<file path="config.mk">
export PLATFORM = sky130hd
export DESIGN_NAME = ccd_convert_ctrl
export DESIGN_NICKNAME = d
export VERILOG_FILES = /design/src/hw/ccd_ctrl_pkg.sv /design/src/hw/capture_if.sv /design/src/hw/ccd_convert_ctrl.sv /design/src/hw/sample_capture.sv
export SDC_FILE = /design/constraint.sdc
export NUM_CORES = 1
export LEC_CHECK = 0
export BUFFER_PORTS_ARGS = -buffer_cell sky130_fd_sc_hd__buf_4
export CAP_MARGIN = 20
export CORE_UTILIZATION = 55
export CTS_BUF_LIST = sky130_fd_sc_hd__clkbuf_8
export DETAILED_ROUTE_END_ITERATION = 16
export PLACE_DENSITY_LB_ADDON = 0.2
export SYNTH_ARGS = -nofsm -noshare
export SYNTH_HDL_FRONTEND = slang
export SYNTH_HIERARCHICAL = 1
export SYNTH_SLANG_ARGS = --single-unit
</file>
<file path="constraint.sdc">
create_clock -name clk -period 4.2 [get_ports clk]
set_input_delay 0.21 -clock clk [delete_from_list [all_inputs] [get_ports clk]]
set_output_delay 0.21 -clock clk [all_outputs]
set_load 0.05 [all_outputs]
</file>
<file path="src/hw/ccd_ctrl_pkg.sv">
// Package: register map, pin timing and field layouts for the CCD converter controller.
// Assumes a 125 MHz clock and an APB slave with 32-bit data.
package ccd_ctrl_pkg;
	localparam int unsigned clk_period_ps = 8000;
	localparam logic [7:0] addr_ctrl = 8'h00;
	localparam logic [7:0] addr_period = 8'h04;
	localparam logic [7:0] addr_hold = 8'h08;
	localparam logic [7:0] addr_status = 8'h0c;
	localparam logic [7:0] addr_irq_status = 8'h10;
	localparam logic [7:0] addr_irq_mask = 8'h14;
	localparam logic [7:0] addr_sample = 8'h18;
	localparam logic [7:0] addr_count = 8'h1c;
	localparam int ctrl_enable_bit = 0;
	localparam int ctrl_single_bit = 1;
	localparam int ctrl_bw_lo = 4;
	localparam int ctrl_bw_hi = 5;
	localparam int data_width = 14;
	localparam int range_bit = 14;
	localparam int irq_sample_bit = 0;
	localparam int irq_over_bit = 1;
	localparam int irq_under_bit = 2;
	localparam int irq_lost_bit = 3;
	localparam int irq_width = 4;
	// Least conversion period for each bandwidth setting, in ns
	localparam int unsigned period_bw0_ns = 200;
	localparam int unsigned period_bw1_ns = 334;
	localparam int unsigned period_bw2_ns = 500;
	localparam int unsigned period_bw3_ns = 1000;
	// Least time from the start edge to releasing the hold, in ns
	localparam int unsigned release_ns = 16;
	localparam int unsigned ns_ps = 1000;
	localparam int cnt_width = 16;
	localparam logic [15:0] period_bw0_cyc = 16'((period_bw0_ns * ns_ps + clk_period_ps - 1) / clk_period_ps);
	localparam logic [15:0] period_bw1_cyc = 16'((period_bw1_ns * ns_ps + clk_period_ps - 1) / clk_period_ps);
	localparam logic [15:0] period_bw2_cyc = 16'((period_bw2_ns * ns_ps + clk_period_ps - 1) / clk_period_ps);
	localparam logic [15:0] period_bw3_cyc = 16'((period_bw3_ns * ns_ps + clk_period_ps - 1) / clk_period_ps);
	localparam logic [15:0] release_cyc = 16'((release_ns * ns_ps + clk_period_ps - 1) / clk_period_ps);
	localparam logic [15:0] hold_default = 16'h0004;
	localparam logic [15:0] period_default = 16'h0000;
	typedef enum logic [2:0]
	{
		st_idle = 3'b000,
		st_settle = 3'b001,
		st_hold = 3'b010,
		st_start = 3'b011,
		st_release = 3'b100,
		st_wait = 3'b101
	} seq_state_t;
endpackage

</file>
<file path="src/hw/capture_if.sv">
// Interface: sample word passed from the capture block to the sequencer.
// Assumes one clock shared by both ends.
`timescale 1ns/1ps
interface capture_if;
	logic valid;
	logic [14:0] word;
	modport source
	(
		output valid,
		output word
	);
	modport sink
	(
		input valid,
		input word
	);
endinterface

</file>
<file path="src/hw/ccd_convert_ctrl.sv">
// Controller for a CCD correlated-double-sampling converter: drives bandwidth select,
// reference hold and start convert, captures results, and is programmed over APB.
// Assumes data pins are asynchronous to clk and data-valid rises once per conversion.
//
// Summary of operation
// - Bandwidth-select pins are held static from a control register field.
// - Start edges are spaced at least the selected setting's conversion period.
// - Hold rises only after a programmable reference settle time.
// - Each conversion begins with exactly one start-convert rising edge.
// - Hold falls only after the start-convert rising edge.
// - Hold falls within the reference quiet time, shortly after the start edge.
// - Flag with high MSB means overrange, with low MSB underrange.
//
// The implementer's own choices: register access over APB and the placing of the registers.
`timescale 1ns/1ps
module ccd_convert_ctrl
	import ccd_ctrl_pkg::*;
(
	input wire logic clk,
	input wire logic reset,
	input wire logic psel,
	input wire logic penable,
	input wire logic pwrite,
	input wire logic [7:0] paddr,
	input wire logic [31:0] pwdata,
	output logic [31:0] prdata,
	output logic pready,
	output logic pslverr,
	output logic bandwidth_select_bit0,
	output logic bandwidth_select_bit1,
	output logic reference_hold,
	output logic start_convert,
	input wire logic [13:0] data_pin,
	input wire logic out_of_range_pin,
	input wire logic data_valid_pin,
	output logic irq
);
	capture_if cap ();

	logic [5:0] ctrl_r;
	logic [15:0] period_r;
	logic [15:0] hold_r;
	logic [irq_width-1:0] irq_status_r;
	logic [irq_width-1:0] irq_mask_r;
	logic [14:0] sample_r;
	logic [15:0] count_r;
	logic [15:0] timer_r;
	logic [15:0] gap_r;
	logic busy_r;
	logic single_r;
	seq_state_t state_r;
	seq_state_t state_nxt;
	logic [15:0] min_period;
	logic [15:0] eff_period;
	logic wr_en;
	logic rd_en;
	logic start_req;
	logic [irq_width-1:0] irq_set;
	logic over_evt;
	logic under_evt;

	sample_capture u_capture
	(
		.clk(clk),
		.reset(reset),
		.data_pin(data_pin),
		.out_of_range_pin(out_of_range_pin),
		.data_valid_pin(data_valid_pin),
		.cap(cap)
	);

	////////////////////////////////////////////////////////////////////////
	// APB slave: zero wait states, unmapped addresses answer with pslverr
	assign wr_en = psel && penable && pwrite;
	assign rd_en = psel && !penable && !pwrite;

	always_ff @(posedge clk)
	begin
		if (reset)
		begin
			ctrl_r <= 6'h00;
			period_r <= period_default;
			hold_r <= hold_default;
			irq_mask_r <= '0;
		end
		else if (wr_en)
		begin
			case (paddr)
				addr_ctrl: ctrl_r <= pwdata[5:0];
				addr_period: period_r <= pwdata[15:0];
				addr_hold: hold_r <= pwdata[15:0];
				addr_irq_mask: irq_mask_r <= pwdata[irq_width-1:0];
				default: ;
			endcase
		end
	end

	always_ff @(posedge clk)
	begin
		if (reset)
		begin
			prdata <= 32'h0000_0000;
			pready <= 1'b0;
			pslverr <= 1'b0;
		end
		else
		begin
			pready <= psel && !penable;
			pslverr <= 1'b0;
			if (psel && !penable)
			begin
				case (paddr)
					addr_ctrl, addr_period, addr_hold, addr_status, addr_irq_status,
					addr_irq_mask, addr_sample, addr_count: pslverr <= 1'b0;
					default: pslverr <= 1'b1;
				endcase
			end
			if (rd_en)
			begin
				case (paddr)
					addr_ctrl: prdata <= {26'h0, ctrl_r};
					addr_period: prdata <= {16'h0, period_r};
					addr_hold: prdata <= {16'h0, hold_r};
					addr_status: prdata <= {28'h0, busy_r, state_r};
					addr_irq_status: prdata <= {28'h0, irq_status_r};
					addr_irq_mask: prdata <= {28'h0, irq_mask_r};
					addr_sample: prdata <= {17'h0, sample_r};
					addr_count: prdata <= {16'h0, count_r};
					default: prdata <= 32'h0000_0000;
				endcase
			end
		end
	end

	////////////////////////////////////////////////////////////////////////
	// Bandwidth pins change only while idle so they stay static in a frame
	always_ff @(posedge clk)
	begin
		if (reset)
		begin
			bandwidth_select_bit0 <= 1'b0;
			bandwidth_select_bit1 <= 1'b0;
		end
		else if (state_r == st_idle)
		begin
			bandwidth_select_bit0 <= ctrl_r[ctrl_bw_lo];
			bandwidth_select_bit1 <= ctrl_r[ctrl_bw_hi];
		end
	end

	always_comb
	begin
		case ({bandwidth_select_bit1, bandwidth_select_bit0})
			2'b00: min_period = period_bw0_cyc;
			2'b01: min_period = period_bw1_cyc;
			2'b10: min_period = period_bw2_cyc;
			default: min_period = period_bw3_cyc;
		endcase
		// Software may slow the rate but never beat the setting's limit
		eff_period = (period_r > min_period) ? period_r : min_period;
	end

	assign start_req = (ctrl_r[ctrl_enable_bit] || single_r) && gap_r >= eff_period - 16'h0001;

	////////////////////////////////////////////////////////////////////////
	// Pixel sequencer
	always_comb
	begin
		state_nxt = state_r;
		case (state_r)
			st_idle: if (ctrl_r[ctrl_enable_bit] || single_r) state_nxt = st_settle;
			st_settle: if (timer_r == 16'h0000) state_nxt = st_hold;
			st_hold: if (start_req) state_nxt = st_start;
			st_start: state_nxt = st_release;
			st_release: if (timer_r == 16'h0000) state_nxt = st_wait;
			st_wait: state_nxt = (ctrl_r[ctrl_enable_bit] || single_r) ? st_settle : st_idle;
			default: state_nxt = st_idle;
		endcase
	end

	always_ff @(posedge clk)
	begin
		if (reset)
			state_r <= st_idle;
		else
			state_r <= state_nxt;
	end

	always_ff @(posedge clk)
	begin
		if (reset)
			timer_r <= 16'h0000;
		else if (state_r == st_idle || (state_r == st_wait))
			timer_r <= hold_r;
		else if (state_r == st_start)
			timer_r <= release_cyc;
		else if (timer_r != 16'h0000)
			timer_r <= timer_r - 16'h0001;
	end

	// Counts up since the last start, so a slower setting chosen later still spaces it
	always_ff @(posedge clk)
	begin
		if (reset)
			gap_r <= 16'hffff;
		else if (state_r == st_start)
			gap_r <= 16'h0001;
		else if (gap_r != 16'hffff)
			gap_r <= gap_r + 16'h0001;
	end

	always_ff @(posedge clk)
	begin
		if (reset)
		begin
			reference_hold <= 1'b0;
			start_convert <= 1'b0;
		end
		else
		begin
			// Hold high from settle done until the release delay after start
			reference_hold <= (state_nxt == st_hold) || (state_nxt == st_start)
				|| (state_nxt == st_release);
			start_convert <= (state_nxt == st_start); // One edge per pixel
		end
	end

	always_ff @(posedge clk)
	begin
		if (reset)
			single_r <= 1'b0;
		else if (wr_en && paddr == addr_ctrl && pwdata[ctrl_single_bit])
			single_r <= 1'b1;
		else if (state_r == st_start)
			single_r <= 1'b0;
	end

	always_ff @(posedge clk)
	begin
		if (reset)
			busy_r <= 1'b0;
		else if (state_r == st_start)
			busy_r <= 1'b1;
		else if (cap.valid)
			busy_r <= 1'b0;
	end

	////////////////////////////////////////////////////////////////////////
	// Results and interrupts
	assign over_evt = cap.valid && cap.word[range_bit] && cap.word[data_width-1];
	assign under_evt = cap.valid && cap.word[range_bit] && !cap.word[data_width-1];

	always_comb
	begin
		irq_set = '0;
		irq_set[irq_sample_bit] = cap.valid;
		irq_set[irq_over_bit] = over_evt;
		irq_set[irq_under_bit] = under_evt;
		// A new result captured while the previous result's flag is still uncleared by software
		irq_set[irq_lost_bit] = cap.valid && irq_status_r[irq_sample_bit];
	end

	always_ff @(posedge clk)
	begin
		if (reset)
		begin
			sample_r <= 15'h0000;
			count_r <= 16'h0000;
		end
		else if (cap.valid)
		begin
			sample_r <= cap.word;
			count_r <= count_r + 16'h0001;
		end
	end

	genvar i;
	generate
		for (i = 0; i < irq_width; i++)
		begin : g_irq
			always_ff @(posedge clk)
			begin
				if (reset)
					irq_status_r[i] <= 1'b0;
				else if (irq_set[i])
					irq_status_r[i] <= 1'b1;
				else if (wr_en && paddr == addr_irq_status && pwdata[i])
					irq_status_r[i] <= 1'b0;
			end
		end
	endgenerate

	always_ff @(posedge clk)
	begin
		if (reset)
			irq <= 1'b0;
		else
			irq <= |(irq_status_r & irq_mask_r);
	end
endmodule

</file>
<file path="src/hw/sample_capture.sv">
// Synchronises the converter's data pins and catches a sample on each data-valid rise.
// Assumes the data pins are stable around the data-valid rising edge.
`timescale 1ns/1ps
module sample_capture
	import ccd_ctrl_pkg::*;
(
	input wire logic clk,
	input wire logic reset,
	input wire logic [13:0] data_pin,
	input wire logic out_of_range_pin,
	input wire logic data_valid_pin,
	capture_if.source cap
);
	logic [14:0] word_meta_r;
	logic [14:0] word_sync_r;
	logic [14:0] word_dly_r;
	logic valid_meta_r;
	logic valid_sync_r;
	logic valid_dly_r;

	////////////////////////////////////////////////////////////////////////
	always_ff @(posedge clk)
	begin
		word_meta_r <= {out_of_range_pin, data_pin};
		word_sync_r <= word_meta_r;
		// Extra stage so the word is one cycle older than the valid edge
		word_dly_r <= word_sync_r;
	end

	always_ff @(posedge clk)
	begin
		if (reset)
		begin
			valid_meta_r <= 1'b0;
			valid_sync_r <= 1'b0;
			valid_dly_r <= 1'b0;
		end
		else
		begin
			valid_meta_r <= data_valid_pin;
			valid_sync_r <= valid_meta_r;
			valid_dly_r <= valid_sync_r;
		end
	end

	////////////////////////////////////////////////////////////////////////
	always_ff @(posedge clk)
	begin
		if (reset)
		begin
			cap.valid <= 1'b0;
			cap.word <= 15'h0000;
		end
		else
		begin
			cap.valid <= valid_sync_r && !valid_dly_r;
			if (valid_sync_r && !valid_dly_r)
				cap.word <= word_dly_r; // Flag and data taken as one word
		end
	end
endmodule

</file>
==> results.cfg <==
[route]
first_iter_violations = 390
wl_per_cell_um = 15.74
dr.pass1.iters = 5
antenna_left = 0
vias = 7185
routed_wl_mm = 20.53
drc = 0
viasPerCell = 5.510

[timing]
fin_skew_ns = 0.01940
tns_ns = 0
report.final.slew_viol_count = 0
period_needed_ns = 3.849
setup_viol = 0
fin_crit_sh = 0.9165
clock.fmax_mhz = 259.8
hold_violations = 0
rsz0062_at_grt = false
tightest_slew_ns = 1.102
relSlewSlack = 0.2627

[die]
die_w_um = 128.6
initial_core_util = 0.5713
die-area_mm2 = 0.01653
ios = 100
die_h_um = 128.6
core_mm2 = 0.01543
rows = 45

[flow_run]
maxCapViolCount = 0

[global_routing]
met1_usage = 0.2971
globalRouteMet3Util = 0.04865
top_usage_layer = met2
grt_pass1_wl_mm = 32.84
use_met2 = 0.4426
grt_pass1_vias = 6863
grt_util_all_layers = 0.2512
globalRoute.totalOverflow = 0
antenna_found_initial = 0
grt_max_degree = 93

[critical_path]
crit_start = period_r[11]
ff2ff_path_depth = 17
critPathMaxFanout = 5
r2r_slack_ns = 0.35
cp-end-kind = register
cpPeakStageDelay_ns = 0.57
critPathKind = register to register
crit_end = state_r[0]
worstReg2RegEnd = state_r[0]
cp.arrival_ns = 4.20
r2r-start = period_r[11]
critPathLaunchType = register
critical_path_required_ns = 4.55
critPathSlowestCell = nor4_1
path_cells = nor4_1, nand3_1, nor3_1, a21oi_4, buf_4, nor2_1, a21oi_1, ha_2, buf_4, xnor2_1, ha_1, a211oi_1, o21ai_0, a211oi_2, o211ai_1, a21oi_2, nor2_1

[placed_design]
dpl.cell_count = 1214
gp_congestion = 0.8392
hpwl_mm = 14.37
io_buffers = 67

[logic_synthesis]
async_flop_share = 0
avgSynthCellArea_um2 = 9.077
syn_area_mm2 = 0.008813
synth_top_area_share = 0.4566
yosys_warnings = 6
ys.flop_type = dfxtp_1
yosys.area.top_type = dfxtp_1
yosysSeqAreaShare = 0.4566
synth_cell_types = 59
synth-edff-count = 0
ys_ff_latch = 201
syn_inst = 971
yosys-top-cells-area = dfxtp_1 (46%), nand2_1 (6.0%), ha_1 (4.4%)

[cts]
insertion_delay_ns = 0.52
cts_tree = built
cts_sinks = 201
root_buffer = clkbuf_8
cts_buffers = 35
clkTransAtPathRegs_ns = 0.06
ctsHtreeMaxLevel = 2
post-cts-setup-buffers = 0
cts_buffer_depth = 3

[finish]
fillers = 1323
area_growth_pct = 19.04
n_antenna_cell = 0
final_nets = 1165
final_cells = 1304
drive_above_1_share = 0.1546

[run_status]
status = finished clean

[worst_hold_path]
hold_class = input port to register

[power_and_ir_drop]
vdd_drop_max_mv = 0.2767
p_leak_nw = 4.146
power.density_mw_per_mm2 = 434.8
## registers in the layout (all words and copies together), names as in the netlist, 3 cells and up
register	flops
sample_r	15
u_capture/word_dly_r	15
state_r	3
period_r	16
ctrl_r	6
timer_r	16
count_r	16
prdata	16
u_capture/word_meta_r	15
u_capture/word_sync_r	15
gap_r	16
u_capture/cap.word	15
hold_r	16
irq_status_r	4
irq_mask_r	4
## repair_timing
item	4_1_cts	5_1_grt
resized for setup	0	10
endpoints found under the hold margin	57	0
hold buffers	33	0
endpoints found under the setup margin	0	2
## area by class of cell
class                           count  area (um2)  area share
Clock inverter                     15       127.6     0.01216
Clock buffer                       42       578.1     0.05510
Timing Repair Buffer              114       938.4     0.08945
Sequential cell                   201        4026      0.3838
Inverter                           19       71.32    0.006798
Multi-Input combinational cell    702        4486      0.4275
Tap cell                          211       264.0     0.02516
## how the worst min path moves through the flow
stage,slack [ns],endpoint,depth (start not counted),start
floorplan,0.24,u_capture/word_meta_r[0],0,data_pin[0]
global placement,0.31,u_capture/word_dly_r[3],0,u_capture/word_sync_r[3]
detailed placement,0.31,u_capture/word_dly_r[4],0,u_capture/word_sync_r[4]
CTS,0.005,pslverr,3,paddr[7]
global route,0.03,pslverr,3,paddr[7]
finish,0.03,pslverr,3,paddr[7]
## metrics by stage
step                hold slack [ns]  total power [mW]  setup WS, ns    util  cell area [um2]
floorplan                    0.2377             2.626        0.1922       -             8872
global placement             0.3099             2.748        0.2476  0.6100             9410
detailed placement           0.3135             2.770        0.1561  0.6100             9410
CTS                        0.005179             4.601        0.1087  0.6771            10450
global route                0.02811             4.795      0.008048  0.6800            10490
finish                      0.03413             4.562        0.3509  0.6800            10490
## worst max-delay path, delay by kind of cell (launching register included)
family          cells  cell delay, ns
xor+xnor            1            0.16
fa+ha+maj           2            0.47
simple gates        5            1.40
compound gates      7            1.01
flops               1            0.33
buf+inv             2            0.32
## kinds of logic after synthesis
kind of cell,Yosys count,share of synthesized area
AND/OR/NAND/NOR,378,0.2145
multiplexers,51,0.06999
XOR/XNOR,43,0.04273
flip-flops,201,0.4566
other,1,0.0004255
adder cells (fa/ha/maj),31,0.04401
buffers and inverters,83,0.04657
AO/OA/AOI/OAI,183,0.1252
## where the power goes
| part | switching, mW | internal, mW | leakage [nW] | total (mW) |
|---|---|---|---|---|
| sequential | 0.0931 | 2.00 | 1.64 | 2.09 |
| combinational | 0.367 | 0.294 | 2.12 | 0.661 |
| clock | 0.776 | 1.03 | 0.387 | 1.81 |
## cell usage in the layout, fill, tap and decap left out, types with 23 or more instances in the layout
| master | n |
|---|---|
| buf_4 | 81 |
| dlygate4sd3_1 | 33 |
| mux2i_1 | 38 |
| nand3_1 | 26 |
| a22oi_1 | 23 |
| a21oi_1 | 61 |
| o21ai_0 | 43 |
| ha_1 | 30 |
| inv_1 | 24 |
| clkbuf_8 | 42 |
| dfxtp_1 | 199 |
| xor2_1 | 26 |
| nand2_1 | 139 |
| nor2_1 | 90 |
## per-layer routing
metal	share of wire	vias to the layer above
met5	0	-
met2	0.50	195
met4	0.029	0
met3	0.049	54
li1	-	3563
met1	0.43	3373
## Yosys cell counts (all sizes together), types with 2 or more instances
cell type	n
nor3	15
a32oi	5
and3	14
o211ai	4
nand4	12
nand3	26
a211oi	4
o22ai	9
nor4	9
a21oi	63
clkbuf	34
nand2b	21
mux2i	38
nand4bb	15
nor2	91
a31oi	2
a22oi	23
buf	30
nand3b	4
a2111oi	2
dfxtp	201
inv	19
or3	6
nand2	141
o21ai	54
and2	5
or2	2
nor4b	2
mux2	5
mux4	8
xor2	26
ha	31
nor2b	10
xnor2	17
a21o	2
a22o	10
(Power assumes the default switching activity.)
